**src/design/wdt_access_pkg.sv**
```systemverilog
// Package of constants and carriers for the keyed watchdog register access block
package wdt_access_pkg;

    // Access sizes on the peripheral write port
    typedef enum logic [1:0] {
        size_byte = 2'h0,
        size_word = 2'h1,
        size_long = 2'h2
    } access_size_t;

    // Register selection
    typedef enum logic [1:0] {
        sel_count   = 2'h0,
        sel_control = 2'h1,
        sel_resetc  = 2'h2,
        sel_none    = 2'h3
    } reg_sel_t;

    localparam logic [7:0] count_key      = 8'h5a;
    localparam logic [7:0] control_key    = 8'ha5;
    localparam logic [7:0] count_reset    = 8'h00;
    localparam logic [7:0] control_reset  = 8'h00;
    localparam int         reset_sel_bit  = 5;
    localparam logic [4:0] reserved_ones  = 5'h1f;
    localparam logic       reset_sel_init = 1'b0;

    typedef struct packed {
        logic         valid;
        reg_sel_t     sel;
        access_size_t size;
        logic [15:0]  data;
    } write_req_t;

    typedef struct packed {
        logic power_on;
        logic manual;
    } reset_req_t;

endpackage

```
**src/design/wdt_keyed_access.sv**
```systemverilog
// Keyed write filter, register store and reset type selection for the watchdog
`timescale 1ns/1ps
module wdt_keyed_access
    import wdt_access_pkg::*;
#(
    // Register and key widths
    parameter int reg_w = 8,
    parameter int key_w = 8
)
(
    // Clock and reset
    input  wire logic         clk,
    input  wire logic         rst,
    // Write port from the peripheral bus
    input  wire write_req_t   wr,
    // Read port
    input  wire reg_sel_t     rd_sel,
    output logic [reg_w-1:0]  rd_data,
    // Register contents toward the counting logic
    output logic [reg_w-1:0]  wdt_count_reg,
    output logic [reg_w-1:0]  wdt_control_status_reg,
    // Overflow from the counting logic and its mode
    input  wire logic         overflow,
    input  wire logic         watchdog_mode,
    // Reset requests
    output reset_req_t        reset_req
);

    // Data field width of the write carrier
    localparam int bus_w = $bits(write_req_t) - $bits(reg_sel_t) - $bits(access_size_t) - 1;
    // Width of the always-one field below the select bit
    localparam int rsv_w = $bits(reserved_ones);
    // Read image of the reset control register straight after reset
    localparam logic [7:0] resetc_init = {2'h0, reset_sel_init, reserved_ones};

    // Key byte and data byte must split the carrier word exactly
    if (key_w != $bits(count_key) || reg_w + key_w != bus_w) begin : g_bad_width
        $error("wdt_keyed_access: key_w and reg_w must split the write data word");
    end

    // Select bit must lie above the reserved field, inside the register
    if (reset_sel_bit < rsv_w || reset_sel_bit >= reg_w) begin : g_bad_select
        $error("wdt_keyed_access: reset type select bit outside the register");
    end

    // Decoded write request
    logic                word_ok;
    logic                hit_count;
    logic                hit_control;
    logic                hit_resetc;
    logic [key_w-1:0]    wr_key;
    logic [reg_w-1:0]    wr_low;
    logic                key_needed;
    logic [key_w-1:0]    expected_key;
    logic                key_ok;
    logic                load_count;
    logic                load_control;
    logic                load_resetc;

    // Reset type select and read path
    logic                reset_type_select;
    logic [reg_w-1:0]    resetc_image;
    logic [reg_w-1:0]    next_rd_data;

    // Overflow qualification and requests
    logic                wd_overflow;
    logic                next_power_on;
    logic                next_manual;
    logic                power_on_req;
    logic                manual_req;

    // Key byte rides in the upper half, data byte in the lower half
    assign wr_key = wr.data[bus_w-1:reg_w];
    assign wr_low = wr.data[reg_w-1:0];

    assign word_ok = wr.valid && (wr.size == size_word);

    // Target decode; an unmapped select writes nothing
    always_comb begin
        hit_count   = 1'b0;
        hit_control = 1'b0;
        hit_resetc  = 1'b0;
        unique case (wr.sel)
            sel_count: begin
                hit_count = word_ok;
            end
            sel_control: begin
                hit_control = word_ok;
            end
            sel_resetc: begin
                hit_resetc = word_ok;
            end
            default: begin
                hit_count = 1'b0;
            end
        endcase
    end

    always_comb begin
        key_needed   = 1'b0;
        expected_key = '0;
        unique case (wr.sel)
            sel_count: begin
                key_needed   = 1'b1;
                expected_key = count_key;
            end
            sel_control: begin
                key_needed   = 1'b1;
                expected_key = control_key;
            end
            default: begin
                // Reset control write procedure is not modelled, so no key
                key_needed = 1'b0;
            end
        endcase
    end

    // key must match where one is required
    assign key_ok = !key_needed || (wr_key == expected_key);

    assign load_count   = hit_count && key_ok;
    assign load_control = hit_control && key_ok;
    assign load_resetc  = hit_resetc && key_ok;

    always_ff @(posedge clk or posedge rst) begin
        if (rst) begin
            wdt_count_reg <= count_reset;
        end else if (load_count) begin
            wdt_count_reg <= wr_low;
        end
    end

    always_ff @(posedge clk or posedge rst) begin
        if (rst) begin
            wdt_control_status_reg <= control_reset;
        end else if (load_control) begin
            wdt_control_status_reg <= wr_low;
        end
    end

    always_ff @(posedge clk or posedge rst) begin
        if (rst) begin
            reset_type_select <= reset_sel_init;
        end else if (load_resetc) begin
            reset_type_select <= wr.data[reset_sel_bit];
        end
    end

    for (genvar b = 0; b < reg_w; b++) begin : g_resetc_bit
        if (b < rsv_w) begin : g_reserved
            assign resetc_image[b] = reserved_ones[b];
        end else if (b == reset_sel_bit) begin : g_select
            assign resetc_image[b] = reset_type_select;
        end else begin : g_upper
            // Bits above the select bit are unused here and read as zero
            assign resetc_image[b] = 1'b0;
        end
    end

    // Read source selection
    always_comb begin
        next_rd_data = '0;
        unique case (rd_sel)
            sel_count: begin
                next_rd_data = wdt_count_reg;
            end
            sel_control: begin
                next_rd_data = wdt_control_status_reg;
            end
            sel_resetc: begin
                next_rd_data = resetc_image;
            end
            default: begin
                next_rd_data = '0;
            end
        endcase
    end

    // Registered read data: a read shows one clock after its select
    always_ff @(posedge clk or posedge rst) begin
        if (rst) begin
            rd_data <= resetc_init;
        end else begin
            rd_data <= next_rd_data;
        end
    end

    assign wd_overflow = overflow && watchdog_mode;

    assign next_power_on = wd_overflow && !reset_type_select;
    assign next_manual   = wd_overflow && reset_type_select;

    // Power-on request, one pulse per overflow cycle
    always_ff @(posedge clk or posedge rst) begin
        if (rst) begin
            power_on_req <= 1'b0;
        end else begin
            power_on_req <= next_power_on;
        end
    end

    // Manual request, one pulse per overflow cycle
    always_ff @(posedge clk or posedge rst) begin
        if (rst) begin
            manual_req <= 1'b0;
        end else begin
            manual_req <= next_manual;
        end
    end

    // Exclusive by construction: both come from the one select bit
    assign reset_req = '{power_on: power_on_req, manual: manual_req};

endmodule

```
**config.mk**
```make
export PLATFORM = sky130hd
export DESIGN_NAME = wdt_keyed_access
export DESIGN_NICKNAME = d
export VERILOG_FILES = /design/src/design/wdt_access_pkg.sv /design/src/design/wdt_keyed_access.sv
export SDC_FILE = /design/constraint.sdc
export NUM_CORES = 1
export LEC_CHECK = 0
export ABC_AREA = 0
export BUFFER_PORTS_ARGS = -buffer_cell sky130_fd_sc_hd__buf_2
export CAP_MARGIN = 20
export CORE_ASPECT_RATIO = 0.7
export CORE_UTILIZATION = 45
export DETAILED_ROUTE_END_ITERATION = 10
export PLACE_DENSITY = 0.77
export SLEW_MARGIN = 20
export SYNTH_ARGS = -nofsm -noshare
export SYNTH_HDL_FRONTEND = slang
export SYNTH_SLANG_ARGS = --single-unit
```
**constraint.sdc**
```tcl
create_clock -name clk -period 1.2 [get_ports clk]
set_clock_uncertainty 0.15 [all_clocks]
set_input_delay 0.06 -clock clk [delete_from_list [all_inputs] [get_ports clk]]
set_output_delay 0.06 -clock clk [all_outputs]
set_load 0.01 [all_outputs]
```
==> results of run 1 <==
## area by class of cell
type / count / area, um^2 / area share (%)
Clock buffer: 3 / 41.29 / 2.463
Clock inverter: 1 / 5.005 / 0.2985
Inverter: 1 / 3.754 / 0.2239
Multi-Input combinational cell: 52 / 459.2 / 27.39
Sequential cell: 27 / 681.9 / 40.67
Tap cell: 34 / 42.54 / 2.537
Timing Repair Buffer: 71 / 442.9 / 26.42
## per-layer routing
layer	track usage [%]	routed length, um
met1	22.55	1123
met2	36.77	1392
met3	4.798	106
met4	6.818	20
met5	0	0
## placed cells by master, fill, tap and decap left out
| cell type | instances |
|---|---|
| mux2_4 | 8 |
| nand2b_1 | 2 |
| buf_4 | 3 |
| a21oi_1 | 2 |
| inv_1 | 1 |
| nand2_1 | 6 |
| clkinv_2 | 1 |
| mux2i_1 | 3 |
| nor3_1 | 2 |
| nand4_1 | 1 |
| and4bb_2 | 1 |
| dfstp_2 | 5 |
| and4bb_1 | 1 |
| nor2b_1 | 1 |
| nor4_4 | 1 |
| nand4_4 | 1 |
| and3_1 | 1 |
| clkbuf_8 | 3 |
| nor4b_1 | 1 |
| and4_1 | 1 |
| mux2_2 | 9 |
| nor2_1 | 6 |
| o21ai_0 | 4 |
| nor4_1 | 1 |
| buf_2 | 52 |
| dlygate4sd3_1 | 16 |
| dfrtp_1 | 22 |
## logic make-up (layout without fill, tap and decap cells)
kind of cell | Yosys count | count (layout) | share of synthesized area [%]
and+or+nand+nor | 26 | 26 | 15.08
buffers and inverters | 6 | 76 | 3.184
muxes | 20 | 20 | 21.34
DFF | 27 | 27 | 57.86
AOI/OAI and AO/OA | 6 | 6 | 2.548
## where the power goes
| part | total [W] | internal (W) | switching [W] |
|---|---|---|---|
| Clock | 0.000497 | 0.000232 | 0.000264 |
| Combinational | 0.000206 | 0.000108 | 0.0000985 |
| Sequential | 0.000956 | 0.000944 | 0.0000125 |
## final timing paths
path / cells past startpoint / start / to / slack, ns
setup / recovery: 5 / wr[17] / wdt_count_reg[7] / 0.02
hold / removal: 3 / rd_sel[0] / rd_data[7] / 0.02
setup reg to reg: 1 / wdt_count_reg[2] / wdt_count_reg[2] / 0.26
hold reg to reg: 1 / reset_type_select / power_on_req / 0.32
max in group asynchronous: 4 / rst / rd_data[2] / 0.37
min in group asynchronous: 4 / rst / manual_req / 0.23
## worst min-delay path, stage by stage
cell and delay [ns]:
buf_2 0.17, mux2i_1 0.09, nor2_1 0.08
## per-stage QoR
| step | hold slack (ns) | setup TNS, ns | instance area, um^2 | std cells |
|---|---|---|---|---|
| after global placement | -0.02727 | -2.813 | 1470 | 169 |
| after detailed placement | -0.01506 | -3.084 | 1470 | 169 |
| after CTS | 0.006753 | 0 | 1677 | 189 |
| after floorplan | -0.04099 | -0.7237 | 1179 | 85 |
| after global routing | 0.02133 | 0 | 1677 | 189 |
| final | 0.01663 | 0 | 1677 | 189 |
## what timing repair did
action                                  in CTS  in global routing
endpoints found under the setup margin       0                  0
resized for setup                            0                  0
hold buffers                                16                  0
hold endpoints to repair                    53                  0
==> results.txt, run 1 <==
CTS clk-pin slew, worst paths - 0.08 ns
cell taking the most area after synthesis - dfrtp_1
Max-Cap Viols - 0
worst slew pin tran - 0.3965 ns
largest net degree at the start of global routing - 28
synth cell count leaders - 22 x dfrtp_1, 9 x mux2_2, 8 x mux2_4
number of port buffers - 52
layout cells sized above 1 - 54.19%
DR vias/cell - 4.958
Slew HR - 73.20%
Setup Buffers After CTS - 0
final worst-path cycle share - 98.33%
Max H-tree Level - 1
CP Max Fanout - 4
Arr. time, crit path - 1.19 ns
CTS tree - yes
first-pass GRT wire length - 4029 um
Post-Syn Area per Cell - 13.87 um^2
Hold Crit Class - primary input to register
Leak - 0.8954 nW
Yosys reg bits - 27
Area contributors post-synth - dfrtp_1 47%, dfstp_2 11%, mux2_4 10%
Post-synth EDFFs - 0
Tmin final - 1.180 ns
Sink Count - 27
clk_lat worst skew - 0.27 ns
Initial Util - 47.58%
First DRT Iteration DRCs - 20
vias in the first global route - 890
DRC violations left - 0
Total Nets Final - 183
Die Wd - 63.17 um
Root Driver - clkbuf_8
WP buf/inv - 2
Setup CP Type - primary input to register
Vias - 937
status - completed
slack of the critical path - 0.02003 ns
Max Buffers Root-to-Sink - 2
GP Congestion - 0.7297
most common cell in the netlist - dfrtp_1
cells along the critical path - buf_2, and4bb_2, and4bb_1, buf_4, mux2_4
Mapped Area - 1179 um^2
setup violators final - 0
Mapped Nets - 112
sequential area share after synthesis - 57.86%
chip height - 44.82 um
ant diodes - 0
final hold vios - 0
I/O pin total - 53
crit-path max cell delay - 0.33 ns
Async SR Flop Fraction - 100.0%
Yosys warning count - 0
DIE AREA - 2831 um^2
WL/cell - 13.98 um
CP max-delay cell - and4bb_2
WP data required - 1.21 ns
area share of the largest cell type after synthesis - 46.71%
Worst path top cell family by delay - simple AND/OR/NAND/NOR gates
final core occ - 67.68%
Worst setup EP type - register
ys flop type - dfrtp_1
WL final - 2643 um
Startpoint Class - primary input
row cnt - 15
Tot GR Track Use - 19.60%
synthesis-to-layout area growth - 42.25%
VDD IR max - 0.0006852 V
Cells after Synth - 85
grt ovf - 0
f_max - 847.5 MHz
DP Worst Slack - -0.2652 ns
initial antenna violation count - 0
Final Max Slew Viols - 0
Fillers - 191
Netlist cell types - 25
Power, Total - 0.001659 W
post-detail-place hpwl - 1790 um
Core ar. - 2477 um^2
remaining antenna violation count - 0
CTS buffer count - 3
pwr dens - 989.6 nW/um^2
RSZ-0062 raised after global routing - no
1st-pass router iterations - 4
(Power assumes the default switching activity.)
==> run 2: changes to the inputs <==
--- a/config.mk
+++ b/config.mk
@@ -12,6 +12,7 @@
 export CORE_UTILIZATION = 45
 export DETAILED_ROUTE_END_ITERATION = 10
 export PLACE_DENSITY = 0.77
+export RECOVER_POWER = 25
 export SLEW_MARGIN = 20
 export SYNTH_ARGS = -nofsm -noshare
 export SYNTH_HDL_FRONTEND = slang
==> run 2 against run 1 <==
Fmax did not move. First-iteration DRC count stayed put. Non-clock buffer count is the same. Count of clock-buffer cells in the layout unchanged. Global-route usage is the same. Worst hold slack stayed put. Critical path type unchanged. Largest cell class unchanged.
==> results.txt, run 2 (synthesis results as in run 1) <==
Tmin final - 1.180 ns (unchanged)
most frequent cells in the layout - 53 x buf_2, 22 x dfrtp_1, 16 x dlygate4sd3_1, 9 x mux2_2, 8 x mux2_4
Worst path top cell family by delay - simple AND/OR/NAND/NOR gates
GP Congestion - 0.7297 (unchanged)
vias in the first global route - 890 (unchanged)
hold depth - 3 (unchanged)
Worst setup EP type - register
1st-pass router iterations - 4 (unchanged)
post-detail-place hpwl - 1790 um (unchanged)
Worst Hold Launch - rd_sel[0]
CP Max Fanout - 4 (unchanged)
RSZ-0062 raised after global routing - no
synthesis-to-layout area growth - 42.04%
cells along the critical path - buf_2, and4bb_2, and4bb_1, buf_4, mux2_4
Hold Crit Class - primary input to register
Power, Total - 0.001658 W (about the same)
Total Nets Final - 183 (unchanged)
pwr dens - 990.4 nW/um^2 (about the same)
RR Startpoint - wdt_count_reg[2]
Post-Place Cells - 169 (unchanged)
PostCTS Resize Cnt - 0 (unchanged)
Tot GR Track Use - 19.60% (unchanged)
Initial Util - 47.58% (unchanged)
clk_lat worst skew - 0.27 ns (about the same)
remaining antenna violation count - 0 (unchanged)
R2R setup slack - 0.26 ns (about the same)
grt ovf - 0 (unchanged)
layout cells sized above 1 - 54.19% (unchanged)
initial antenna violation count - 0 (unchanged)
commonest non-fill, non-tap cell in the layout - buf_2
setup violators final - 0 (unchanged)
row cnt - 15 (unchanged)
CTS tree - yes
status - completed
DRC violations left - 0 (unchanged)
DIE AREA - 2831 um^2 (unchanged)
WL/cell - 13.98 um (about the same)
Arr. time, crit path - 1.19 ns (about the same)
Sink Count - 27 (unchanged)
Max-Cap Viols - 0 (unchanged)
Non-Filler Instances - 189 (unchanged)
reg-to-reg critical path endpoint - wdt_count_reg[2]
final hold vios - 0 (unchanged)
Max Buffers Root-to-Sink - 2 (unchanged)
Worst Hold Slack - 0.01663 ns (unchanged)
Leak - 0.8945 nW (about the same)
CTS buffer count - 3 (unchanged)
WP buf/inv - 2 (unchanged)
Die Wd - 63.17 um (unchanged)
WL final - 2642 um (about the same)
CP max-delay cell - and4bb_2
Setup CP Type - primary input to register
VDD IR max - 0.0006852 V (unchanged)
ant diodes - 0 (unchanged)
number of port buffers - 52 (unchanged)
Max H-tree Level - 1 (unchanged)
worst slew pin tran - 0.5900 ns (+0.1935 ns)
CTS clk-pin slew, worst paths - 0.08 ns (about the same)
largest net degree at the start of global routing - 28 (unchanged)
WP data required - 1.21 ns (about the same)
DR vias/cell - 4.958 (unchanged)
f_max - 847.5 MHz (unchanged)
R2R depth - 1 (unchanged)
Hold Path End - rd_data[7]
Fillers - 192 (+0.52%)
Final Max Slew Viols - 0 (unchanged)
first-pass GRT wire length - 4029 um (unchanged)
First DRT Iteration DRCs - 20 (unchanged)
final worst-path cycle share - 98.33% (unchanged)
Vias - 937 (unchanged)
I/O pin total - 53 (unchanged)
crit-path max cell delay - 0.33 ns (about the same)
chip height - 44.82 um (unchanged)
Core ar. - 2477 um^2 (unchanged)
Slew HR - 60.67% (-13 points)
Root Driver - clkbuf_8
Startpoint Class - primary input
run 2: changes by cell type in the layout (fill, tap and decap cells not counted):
cell	delta
buf_2	+1
buf_4	-1
run 2: where the power goes:
group / total [W] / internal, W / leakage, nW / switching [W]
Sequential: 0.000956 / 0.000944 / 0.356 / 0.0000125
Combinational: 0.000205 / 0.000107 / 0.513 / 0.0000984
Clock: 0.000497 / 0.000232 / 0.0255 / 0.000264
Total: 0.00166 / 0.00128 / 0.895 / 0.000375
run 2: final cells by class:
type,count,area [um^2],area share [%]
Sequential cell,27,681.9,40.73
Multi-Input combinational cell,52,459.2,27.43
Timing Repair Buffer,71,440.4,26.31
Tap cell,34,42.54,2.541
Clock buffer,3,41.29,2.466
Clock inverter,1,5.005,0.2990
Inverter,1,3.754,0.2242
run 2: worst max path at each step:
| stage | to | depth (start not counted) | startpoint |
|---|---|---|---|
| 2_1_floorplan | wdt_count_reg[0] | 4 | wr[17] |
| 3_3_place_gp | wdt_count_reg[1] | 5 | wr[17] |
| 3_5_place_dp | wdt_count_reg[7] | 5 | wr[17] |
| 4_1_cts | wdt_count_reg[7] | 5 | wr[17] |
| 5_1_grt | wdt_count_reg[7] | 5 | wr[17] |
| 6_report | wdt_count_reg[7] | 5 | wr[17] |
run 2: stage by stage:
step	TNS, ns	setup WS, ns	instance area, um^2	utilization [%]
2_1_floorplan	-0.7237	-0.09047	1179	-
3_3_place_gp	-2.813	-0.2413	1470	59.34
3_5_place_dp	-3.084	-0.2652	1470	59.34
4_1_cts	0	0.02736	1677	67.68
5_1_grt	0	0.009250	1674	67.58
6_report	0	0.02003	1674	67.58
run 2: layer usage:
metal	global-route usage [%]	routed length, um
met5	0	0
met4	6.818	20
met3	4.798	106
met2	36.77	1391
met1	22.55	1123
run 2: tightest hold or removal path, stage by stage:
cell and delay, ns:
buf_2 0.17, mux2i_1 0.09, nor2_1 0.08
run 2: what timing repair did:
action,4_1_cts,5_1_grt
buffers inserted,0,0
hold endpoints to repair,53,0
hold buffers,16,0
